`config.mk`:
```
export PLATFORM = sky130hd
export DESIGN_NAME = tdm_slave_port_pins
export DESIGN_NICKNAME = d
export VERILOG_FILES = /design/src/core/tdm_port_pkg.sv /design/src/core/tdm_slave_port_pins.sv
export SDC_FILE = /design/constraint.sdc
export NUM_CORES = 1
export LEC_CHECK = 0
export ABC_CLOCK_PERIOD_IN_PS = 4100
export BUFFER_PORTS_ARGS = -buffer_cell sky130_fd_sc_hd__buf_4
export CAP_MARGIN = 20
export CORE_UTILIZATION = 58
export DETAILED_ROUTE_END_ITERATION = 16
export PLACE_DENSITY = 0.8
export SYNTH_ARGS = -nofsm -noshare
export SYNTH_HDL_FRONTEND = slang
export SYNTH_SLANG_ARGS = --single-unit
```
`constraint.sdc`:
```
create_clock -name clk_i -period 4.1 [get_ports clk_i]
set_clock_uncertainty 0.2 [all_clocks]
set_input_delay 0.82 -clock clk_i [delete_from_list [all_inputs] [get_ports clk_i]]
set_output_delay 0.82 -clock clk_i [all_outputs]
set_load 0.1 [all_outputs]
```
`src/core/tdm_port_pkg.sv`:
```
package tdm_port_pkg;
    // ------------------------------------------------------------
    // register map (byte addresses, word index in wb_adr_i[4:2])
    // ------------------------------------------------------------
    localparam logic [2:0] IDX_CTRL = 3'h0;
    localparam logic [2:0] IDX_STATUS = 3'h1;
    localparam logic [2:0] IDX_MASK = 3'h2;
    localparam logic [2:0] IDX_TX_DATA = 3'h3;
    localparam logic [2:0] IDX_RX_DATA = 3'h4;
    localparam logic [2:0] IDX_IC_TX = 3'h5;
    localparam logic [2:0] IDX_IC_RX = 3'h6;
    localparam logic [2:0] IDX_CFG = 3'h7;
    // field positions
    localparam int CTRL_TX_EN = 0;
    localparam int CTRL_IC_REV = 1;
    localparam int EV_FRAME = 0;
    localparam int EV_RX_DONE = 1;
    localparam int EV_DEACT = 2;
    localparam int EV_W = 3;
    // ------------------------------------------------------------
    // frame geometry, in bit slots (one bit = two clock periods)
    // ------------------------------------------------------------
    localparam logic [8:0] TE_SLOT_BITS = 9'h008;
    localparam logic [8:0] LC_SLOT_BITS = 9'h020;
    localparam logic [8:0] LC_PAIR_BITS = 9'h008;
    localparam logic [8:0] IC_FIRST_BIT = 9'h040;
    localparam logic [8:0] IC_BITS = 9'h010;
    localparam logic [8:0] BYTE_BITS = 9'h008;
    localparam logic TERMINAL_MODE = 1'b0;
    localparam logic LINECARD_MODE = 1'b1;
    // ------------------------------------------------------------
    // timing
    // ------------------------------------------------------------
    localparam int CLK_PERIOD_NS = 4;
    localparam int DEACT_NS = 2000;
    localparam int DEACT_CYC_I = DEACT_NS / CLK_PERIOD_NS;
    localparam logic [9:0] DEACT_CYC = 10'(DEACT_CYC_I);
    localparam logic [9:0] RESET_WORD10 = 10'h000;
    localparam logic [7:0] RESET_BYTE = 8'h00;
    localparam logic [15:0] RESET_HALF = 16'h0000;

    // latched pin configuration
    typedef struct packed {
        logic linecard;
        logic [2:0] slot;
        logic pair_sel;
    } cfg_t;
endpackage

```
`src/core/tdm_slave_port_pins.sv`:
```
// Design decisions made here: the Wishbone slave port and the register offsets.
`timescale 1ns/1ps
module tdm_slave_port_pins (
    // clock and reset
    input wire logic clk_i,
    input wire logic rst_i,
    // wishbone slave
    input wire logic wb_cyc_i,
    input wire logic wb_stb_i,
    input wire logic wb_we_i,
    input wire logic [4:0] wb_adr_i,
    input wire logic [3:0] wb_sel_i,
    input wire logic [31:0] wb_dat_i,
    output logic [31:0] wb_dat_o,
    output logic wb_ack_o,
    // serial bus pins
    input wire logic frame_sync_in_i,
    input wire logic bus_bit_clock_i,
    input wire logic downstream_line_i,
    output logic downstream_line_o,
    output logic downstream_line_oe_o,
    input wire logic upstream_line_i,
    output logic upstream_line_o,
    output logic upstream_line_oe_o,
    // static configuration pins
    input wire logic terminal_linecard_sel_i,
    input wire logic slot_addr_bit0_i,
    input wire logic slot_addr_bit1_i,
    input wire logic slot_addr_bit2_i,
    input wire logic chip_pair_select_i,
    // open-drain interrupt
    output logic int_req_n_o,
    output logic int_req_n_oe_o
);
    import tdm_port_pkg::*;

    // ------------------------------------------------------------
    // state
    // ------------------------------------------------------------
    typedef struct packed {
        logic [8:0] sync1;
        logic [8:0] sync2;
        logic clk_d;
        logic fsc_d;
        logic [9:0] cnt;
        logic [9:0] idle;
        logic active;
        cfg_t cfg;
        logic [1:0] ctrl;
        logic [EV_W-1:0] status;
        logic [EV_W-1:0] mask;
        logic [7:0] tx_data;
        logic [7:0] rx_data;
        logic [7:0] rx_sh;
        logic [15:0] ic_tx;
        logic [15:0] ic_rx;
        logic [15:0] ic_sh;
        logic up_o;
        logic up_oe;
        logic dn_o;
        logic dn_oe;
        logic irq;
        logic ack;
        logic [31:0] rdata;
    } state_t;

    state_t st_r, st_nxt;

    // own byte: terminal slot*8, line card slot*32 + pair*8
    function automatic logic [8:0] own_start(input cfg_t c);
        logic [8:0] s;
        s = 9'(c.slot) * TE_SLOT_BITS;
        if (c.linecard) begin
            s = 9'(c.slot) * LC_SLOT_BITS;
            if (c.pair_sel) begin
                s = s + LC_PAIR_BITS;
            end
        end
        return s;
    endfunction

    function automatic logic own_hit(input logic [8:0] b, input cfg_t c);
        return (b >= own_start(c)) && (b < own_start(c) + BYTE_BITS);
    endfunction

    function automatic logic ic_hit(input logic [8:0] b);
        return (b >= IC_FIRST_BIT) && (b < IC_FIRST_BIT + IC_BITS);
    endfunction

    // ------------------------------------------------------------
    // next-state logic
    // ------------------------------------------------------------
    logic [7:0] pins;
    logic bus_bit_clock, frame_sync_in, rise, fall, frame_go, rev, wr, rd_ack;
    logic [9:0] cnt_n;
    logic [8:0] bit_n, bit_c, pos_o, pos_i;
    logic [EV_W-1:0] ev;

    assign pins = {chip_pair_select_i, slot_addr_bit2_i, slot_addr_bit1_i,
                   slot_addr_bit0_i, terminal_linecard_sel_i,
                   upstream_line_i, downstream_line_i, frame_sync_in_i};

    always_comb begin
        st_nxt = st_r;
        // two-flop synchronisers; stage one feeds stage two only
        // bits: 0 bit clock, 1 frame sync, 2 downstream, 3 upstream,
        // 4 mode, 7:5 slot address, 8 pair select
        st_nxt.sync1 = {pins, bus_bit_clock_i};
        st_nxt.sync2 = st_r.sync1;
        bus_bit_clock = st_r.sync2[0];
        frame_sync_in = st_r.sync2[1];
        st_nxt.clk_d = bus_bit_clock;
        // timing derives only from the controller's clock edges
        rise = bus_bit_clock && !st_r.clk_d;
        fall = !bus_bit_clock && st_r.clk_d;
        frame_go = 1'b0;
        ev = '0;
        cnt_n = st_r.cnt;
        // bus idle detection: clock parked at either level for DEACT_CYC cycles means deactivated
        if (rise || fall) begin
            st_nxt.idle = RESET_WORD10;
        end else if (st_r.idle < DEACT_CYC) begin
            st_nxt.idle = st_r.idle + 10'h001;
        end
        st_nxt.active = (st_nxt.idle < DEACT_CYC);
        if (st_r.active && !st_nxt.active) begin
            ev[EV_DEACT] = 1'b1;
        end
        // config only follows pins while bus is idle
        if (!st_r.active) begin
            st_nxt.cfg.linecard = st_r.sync2[4] ? LINECARD_MODE
                                                : TERMINAL_MODE;
            st_nxt.cfg.slot = st_r.sync2[7:5];
            st_nxt.cfg.pair_sel = st_r.sync2[8] & st_r.sync2[4];
        end
        rev = st_r.ctrl[CTRL_IC_REV] && !st_r.cfg.linecard;
        // frame counter, restarted by sync sampled on a rising edge
        if (rise) begin
            st_nxt.fsc_d = frame_sync_in;
            frame_go = frame_sync_in && !st_r.fsc_d;
            cnt_n = frame_go ? RESET_WORD10 : st_r.cnt + 10'h001;
            ev[EV_FRAME] = frame_go;
            st_nxt.cnt = cnt_n;
        end
        bit_n = cnt_n[9:1];
        bit_c = st_r.cnt[9:1];
        pos_o = bit_n - own_start(st_r.cfg);
        // drive lines at the start of each bit period
        if (rise && !cnt_n[0]) begin
            st_nxt.up_oe = st_r.ctrl[CTRL_TX_EN] && own_hit(bit_n, st_r.cfg);
            st_nxt.up_o = st_r.tx_data[3'(7 - pos_o[2:0])];
            pos_o = bit_n - IC_FIRST_BIT;
            st_nxt.dn_oe = rev && ic_hit(bit_n);
            st_nxt.dn_o = st_r.ic_tx[4'(15 - pos_o[3:0])];
        end
        // sample in the second half of each bit
        pos_i = bit_c - own_start(st_r.cfg);
        if (fall && st_r.cnt[0]) begin
            if (own_hit(bit_c, st_r.cfg)) begin
                st_nxt.rx_sh = {st_r.rx_sh[6:0], st_r.sync2[2]};
                if (pos_i[2:0] == 3'h7) begin
                    st_nxt.rx_data = {st_r.rx_sh[6:0], st_r.sync2[2]};
                    ev[EV_RX_DONE] = 1'b1;
                end
            end
            pos_i = bit_c - IC_FIRST_BIT;
            if (ic_hit(bit_c)) begin
                // reversal: intercomm arrives on the upstream line
                st_nxt.ic_sh = {st_r.ic_sh[14:0],
                                rev ? st_r.sync2[3] : st_r.sync2[2]};
                if (pos_i[3:0] == 4'hf) begin
                    st_nxt.ic_rx = st_nxt.ic_sh;
                end
            end
        end
        // released at once when the bus goes down
        if (!st_nxt.active) begin
            st_nxt.up_oe = 1'b0;
            st_nxt.dn_oe = 1'b0;
        end
        // wishbone: one wait state, ack for exactly one cycle
        st_nxt.ack = wb_cyc_i && wb_stb_i && !st_r.ack;
        wr = st_nxt.ack && wb_we_i && wb_sel_i[0];
        rd_ack = st_nxt.ack && !wb_we_i;
        st_nxt.rdata = '0;
        if (rd_ack) begin
            case (wb_adr_i[4:2])
                IDX_CTRL: st_nxt.rdata = 32'(st_r.ctrl);
                IDX_STATUS: st_nxt.rdata = 32'(st_r.status);
                IDX_MASK: st_nxt.rdata = 32'(st_r.mask);
                IDX_TX_DATA: st_nxt.rdata = 32'(st_r.tx_data);
                IDX_RX_DATA: st_nxt.rdata = 32'(st_r.rx_data);
                IDX_IC_TX: st_nxt.rdata = 32'(st_r.ic_tx);
                IDX_IC_RX: st_nxt.rdata = 32'(st_r.ic_rx);
                IDX_CFG: st_nxt.rdata = 32'({st_r.active, st_r.cfg});
                default: st_nxt.rdata = '0;
            endcase
        end
        // sticky events: write one clears, a new event wins
        st_nxt.status = st_r.status;
        if (wr && wb_adr_i[4:2] == IDX_STATUS) begin
            st_nxt.status = st_r.status & ~wb_dat_i[EV_W-1:0];
        end
        st_nxt.status = st_nxt.status | ev;
        if (wr) begin
            case (wb_adr_i[4:2])
                IDX_CTRL: st_nxt.ctrl = wb_dat_i[1:0];
                IDX_MASK: st_nxt.mask = wb_dat_i[EV_W-1:0];
                IDX_TX_DATA: st_nxt.tx_data = wb_dat_i[7:0];
                IDX_IC_TX: begin
                    st_nxt.ic_tx[7:0] = wb_dat_i[7:0];
                    if (wb_sel_i[1]) begin
                        st_nxt.ic_tx[15:8] = wb_dat_i[15:8];
                    end
                end
                default: st_nxt.ctrl = st_nxt.ctrl;
            endcase
        end
        st_nxt.irq = |(st_nxt.status & st_nxt.mask);
    end

    // ------------------------------------------------------------
    // registers; synchronous reset clears everything except idle, which loads DEACT_CYC
    // ------------------------------------------------------------
    always_ff @(posedge clk_i) begin
        if (rst_i) begin
            st_r <= '0;
            st_r.idle <= DEACT_CYC;
        end else begin
            st_r <= st_nxt;
        end
    end

    // outputs
    assign wb_dat_o = st_r.rdata;
    assign wb_ack_o = st_r.ack;
    assign upstream_line_o = st_r.up_o;
    assign upstream_line_oe_o = st_r.up_oe;
    assign downstream_line_o = st_r.dn_o;
    assign downstream_line_oe_o = st_r.dn_oe;
    assign int_req_n_o = 1'b0;
    assign int_req_n_oe_o = st_r.irq;
endmodule

```
# --- Word level (Yosys, flattened, before mapping) ---
# Cells that the tools add are included.
totals:
  regBits: 162
  output_inout_bits: 39
  input_bits: 55
  wordCells: 130
classes:
  n_reduce_logical: 40
  n_bitwise: 7
  n_eq_ne: 9
  magnitude_cmp: 12
  mux: 24
  addsub: 11
ops:
  columns: ["cell", "count"]
  rows:
  - ["$pmux W32 S8", 1]
  - ["$mux W10", 4]
  - ["$mux W9", 4]
  - ["$add A10 B1 Y10 const B", 2]
  - ["$lt A10 B9 Y1 const B", 2]
  - ["$logic_and A1 B1 Y1", 19]
  - ["$add A9 B4 Y9 const B", 2]
  - ["$ge A9 B7 Y1 const B", 2]
  - ["$ge A9 B9 Y1", 2]
  - ["$lt A9 B7 Y1 const B", 2]
  - ["$lt A9 B9 Y1", 2]
  - ["$eq A3 B3 Y1 const B", 5]
  - ["$mux W11", 1]
  - ["$reduce_and A2 Y1", 5]
  - ["$add A8 B4 Y9 const B", 1]
  - ["$mux W1", 9]
  - ["$reduce_and A3 Y1", 3]
  - ["$logic_not A1 Y1", 8]
  - ["$mux W8", 1]
  - ["$sub A4 B1 Y4 const B", 2]
  - ["$and A3 B3 Y3", 2]
  - ["$eq A3 B2 Y1 const B", 2]
  - ["$mux W3", 2]
  - ["$sub A3 B3 Y3", 2]
  - ["16 further kinds", 18]

# --- Logic depth before layout (Yosys ltp) ---
logic_depth:
  ltp_word: 12
  ltp_mapped: 14
  depth_no_buf: 14

# --- Worst setup path after synthesis ---
# Ideal clock, no wire load.
synth_path:
  path_kind: "register to register"
  from: "reg st_r[122] in the netlist's numbering"
  to: "reg st_r[100] in the netlist's numbering"
  stages_incl_launch_ff: 14
  slack_ps: 833
  setup_time_ps: 71
  synth_period_minus_slack_ps: 3267
  path_buffers: 2
  arrival_time_ps: 2996
  required_time_ps: 3829
  path_cell_list: "dfxtp_1 > buf_2 > mux2i_1 > inv_1 > ha_1 > xor2_1 > ha_1 > a21oi_1 > o21ai_0 > maj3_1 > o211ai_1 > buf_2 > nand3_1 > a21oi_1"
synth_between:
  elab_chain_cells: 6
  word_cells_on_any_way: 9
  cone_classes: "add/sub (2); order compare (2); eq/ne (1); mux (2); reduce/logical (2)"
synth_rtl:
  columns: ["item", "line_no", "source"]
  rows:
  - ["from (decl)", "tdm_slave_port_pins.sv:67", "state_t st_r, st_nxt;"]
  - ["from (signal assigned)", "tdm_slave_port_pins.sv:230", "st_r <= st_nxt;"]
  - ["$mux W9 (*)", "tdm_slave_port_pins.sv:73", "if (c.linecard) begin"]
  - ["$mux W9", "tdm_slave_port_pins.sv:158", "if (fall && st_r.cnt[0]) begin"]
  - ["$add A9 B4 Y9", "tdm_slave_port_pins.sv:83", "return (b >= own_start(c)) && (b < own_start(c) + BYTE_BITS);"]
  - ["$lt A9 B9 Y1", "tdm_slave_port_pins.sv:83", null]
  - ["$logic_and A1 B1 Y1", "tdm_slave_port_pins.sv:83", null]
  - ["$reduce_and A3 Y1 (no source line) (*)", null, null]
# Mark *: on every way between the ends. The rest lies on a longest branch, timed or not. The select of a mux whose other input is x is not followed.
# A chain may end at the register's enable or synchronous reset.

# --- Worst setup path after layout ---
layout_path:
  from: "reg st_r[122] in the netlist's numbering"
  to: "reg st_r, in the netlist int_req_n_oe_o"
layout_between:
  elab_chain_cells: 10
  word_cells_on_any_way: 14
  cone_classes: "add/sub (2); order compare (2); eq/ne (1); mux (5); bitwise (2); reduce/logical (2)"
layout_rtl:
  columns: ["item", "line_no", "source"]
  rows:
  - ["$mux W9 (*)", "tdm_slave_port_pins.sv:73", null]
  - ["$mux W9", "tdm_slave_port_pins.sv:158", null]
  - ["$add A9 B4 Y9", "tdm_slave_port_pins.sv:83", null]
  - ["$lt A9 B9 Y1", "tdm_slave_port_pins.sv:83", null]
  - ["$logic_and A1 B1 Y1", "tdm_slave_port_pins.sv:83", null]
  - ["$mux W1 (*)", "tdm_slave_port_pins.sv:159", "if (own_hit(bit_c, st_r.cfg)) begin"]
  - ["$mux W1 (*)", "tdm_slave_port_pins.sv:158", null]
  - ["$or A3 B3 Y3 (*)", "tdm_slave_port_pins.sv:204", "st_nxt.status = st_nxt.status | ev;"]
  - ["$and A3 B3 Y3 (*)", "tdm_slave_port_pins.sv:219", "st_nxt.irq = |(st_nxt.status & st_nxt.mask);"]
  - ["$reduce_or A3 Y1 (*)", "tdm_slave_port_pins.sv:219", null]
# Marked as above.

==> reports/results.ini <==
[synthesis]
synth_xor_area_share_pct = 1.250
synth_top_family_by_area = simple AND/OR/NAND/NOR gates
synth_fa_ha_area_share_pct = 4.392
synth_compound_area_share_pct = 12.77
synthMuxAreaShare_pct = 12.07
synth.distinct_cells = 69
synthArstFlopShare_pct = 0
synthFlopType = dfxtp_1
synth_area_mm2 = 0.007008
netlist_instances = 770
synth.ff_latch_count = 146
avgSynthCellArea_um2 = 9.101
synth_edf_count = 0
ys_seq_area_share_pct = 41.71
synth-simple-area-share_pct = 20.21
yosys_warnings = 0

[global_route]
grt-ovfl-total = 0
grt_usage_pct = 26.14
grt_max_degree = 58
grt_pass1_wl_um = 25560
antenna_found_initial = 0
grt_pass1_vias = 5079

[route]
drt-met1-wl_um = 7204
wire_per_inst_um = 16.64
wl_um = 15860
met2_length_um = 7312
route.met3.wl_um = 1112
drtIter0Drc = 375
firstDrtPassIters = 11
ant_nets = 0
highest_layer = met4
via_per_inst = 5.836
num_vias = 5562
drc_errors = 4

[run_status]
status = finished with violations
violations = design-rule violations

[sta]
final_max_slew_viol_count = 0
hold_viol = 0
setup_viol = 0
fin_ws_ns = 0.4414
tns_ns = 0
period_needed_ns = 3.659
hold_ws_ns = 0.2353
relSlewSlack_pct = 53.49
worstMarginPinSlew_ns = 0.6930
max_freq_ghz = 0.2733
period_share_pct = 89.24
rsz0062_at_grt = no

[place]
dp_hpwl_um = 11210
port-buffer-count = 56
dp_slack_ns = 0.4736
gp_congestion = 0.9149
post_dp_cell_area_mm2 = 0.007307

[clocking]
cts_setup_buffers = 0
clk_path_buf_depth = 2
cts_sinks = 146
cts_buffers = 17
worstSkewPairLatency_ns = 0.43
clk_pin_slew_ns = 0.06
root_buffer = clkbuf_16
post_cts.resized_instances = 0
cts_hold_buffers = 0
htreeDepth = 4
cts_tree = yes

[hold_path]
hold_path_depth = 1
min-delay-start = st_nxt[149]
min_to = st_r[149]
hold_path.class = register to register

[layout]
final_common_cell = dfxtp_1
fillers = 925
layout-drive-gt1-share_pct = 16.42
layout_common_cells = dfxtp_1, nor2_1, buf_4
multi_input_area_mm2 = 0.003623
seqCellArea_mm2 = 0.002923
num_antenna_cells = 0
post-route-cell-area_mm2 = 0.007865
syn_to_final_growth_pct = 12.23
nNetsFinal = 875

[worst_setup_path]
critPathLaunchType = register
r2r_slack_ns = 0.44
worstPathMaxFanout = 16
r2r_cells = 11
reg2reg_from = st_r[122]
critPathRequiredTime_ns = 4.20
worstSetupEndpointType = register
worstPathArrival_ns = 3.76
critical_path_class = register to register
rr_endpoint = int_req_n_oe_o

[power]
p_leak_nw = 3.133
ir_drop_mv = 0.2924
cellPowerDensity_mw_per_mm2 = 405.1

[floorplanning]
core_region_area_mm2 = 0.01161
fp.dieW_um = 111.9
initial_core_util_pct = 60.34
die-height_um = 111.9
io_pins = 94
die_area_mm2 = 0.01253
rows = 39

[run]
maxCapViolCount = 0

==> area by class of cell <==
type                            instances  share of cell area (%)
Clock buffer                           23                   6.077
Clock inverter                          9                   1.018
Inverter                               21                   1.002
Multi-Input combinational cell        544                   46.07
Sequential cell                       146                   37.16
Tap cell                              143                   2.275
Timing Repair Buffer                   67                   6.395
==> registers in the layout, indices dropped and copies added, names as in the netlist <==
signal	flops
st_r	104
wb_dat_o	16
bit_c	9
st_nxt	9
bus_bit_clock	1
downstream_line_o	1
downstream_line_oe_o	1
frame_sync_in	1
int_req_n_oe_o	1
upstream_line_o	1
upstream_line_oe_o	1
wb_ack_o	1
==> per-stage QoR <==
stage               std cells  util [%]  power [W]
global route              953     67.72   0.003293
global placement          921     62.92   0.001749
floorplan                 787         -   0.001706
CTS                       953     67.72   0.003200
detailed placement        921     62.92   0.001756
finish                    953     67.72   0.003186
==> worst max-delay path by stage <==
| stage | endpoint | cells past startpoint | slack, ns | start |
|---|---|---|---|---|
| floorplan | st_r[100] | 13 | 0.83 | st_r[122] |
| global placement | int_req_n_oe_o | 11 | 0.49 | st_r[122] |
| detailed placement | int_req_n_oe_o | 11 | 0.47 | st_r[122] |
| CTS | int_req_n_oe_o | 11 | 0.46 | st_r[122] |
| global route | int_req_n_oe_o | 11 | 0.19 | st_r[122] |
| finish | int_req_n_oe_o | 11 | 0.44 | st_r[122] |
==> metal layers <==
metal  vias to the layer above  global-route usage [%]
met2                       212                   40.75
li1                       2680                       -
met4                         0                   9.099
met1                      2649                   35.62
met5                         -                       0
met3                        21                   5.988
==> synthesized netlist by cell type, drive strengths merged, types with 4 or more instances <==
| library cell | number | area (um2) |
|---|---|---|
| nor4b | 4 | 41.29 |
| dfxtp | 146 | 2923 |
| nand4 | 6 | 37.54 |
| buf | 52 | 356.6 |
| nand3 | 27 | 135.1 |
| o211ai | 4 | 30.03 |
| nand2b | 10 | 62.56 |
| a22oi | 13 | 97.59 |
| and2 | 4 | 25.02 |
| nor2b | 30 | 187.7 |
| xnor2 | 6 | 52.55 |
| nor3b | 5 | 37.54 |
| mux2i | 62 | 620.6 |
| ha | 23 | 287.8 |
| mux4 | 6 | 135.1 |
| nor4 | 4 | 31.28 |
| or4 | 4 | 33.78 |
| a21oi | 47 | 235.2 |
| a211oi | 4 | 35.03 |
| mux2 | 8 | 90.09 |
| nand3b | 5 | 37.54 |
| or3 | 5 | 31.28 |
| clkbuf | 24 | 90.09 |
| a21o | 6 | 45.04 |
| inv | 20 | 75.07 |
| nand2 | 63 | 261.5 |
| nor2 | 98 | 367.9 |
| o21ai | 27 | 135.1 |
| nor3 | 10 | 61.31 |
| xor2 | 4 | 35.03 |
==> power breakdown <==
group	internal, W	switching (W)
Sequential	0.00144	0.0000255
Combinational	0.0000848	0.000175
Clock	0.000879	0.000579
==> cell families after synthesis <==
kind of cell,after synthesis
other cells,2
compound gates,131
flops,146
buf+inv,97
mux,76
fa+ha+maj,25
simple gates,283
xor+xnor,10
==> worst max-delay path, stage by stage, from the launching register on <==
cell     delay, ns
dfxtp_1       0.34
mux2i_1       0.40
inv_1         0.15
ha_1          0.27
xor2_1        0.19
ha_1          0.32
nand2_1       0.04
o21ai_0       0.23
maj3_1        0.41
o211a_1       0.46
o21ai_1       0.14
a221o_1       0.37
Note: power is estimated with default switching activity, not from simulation.
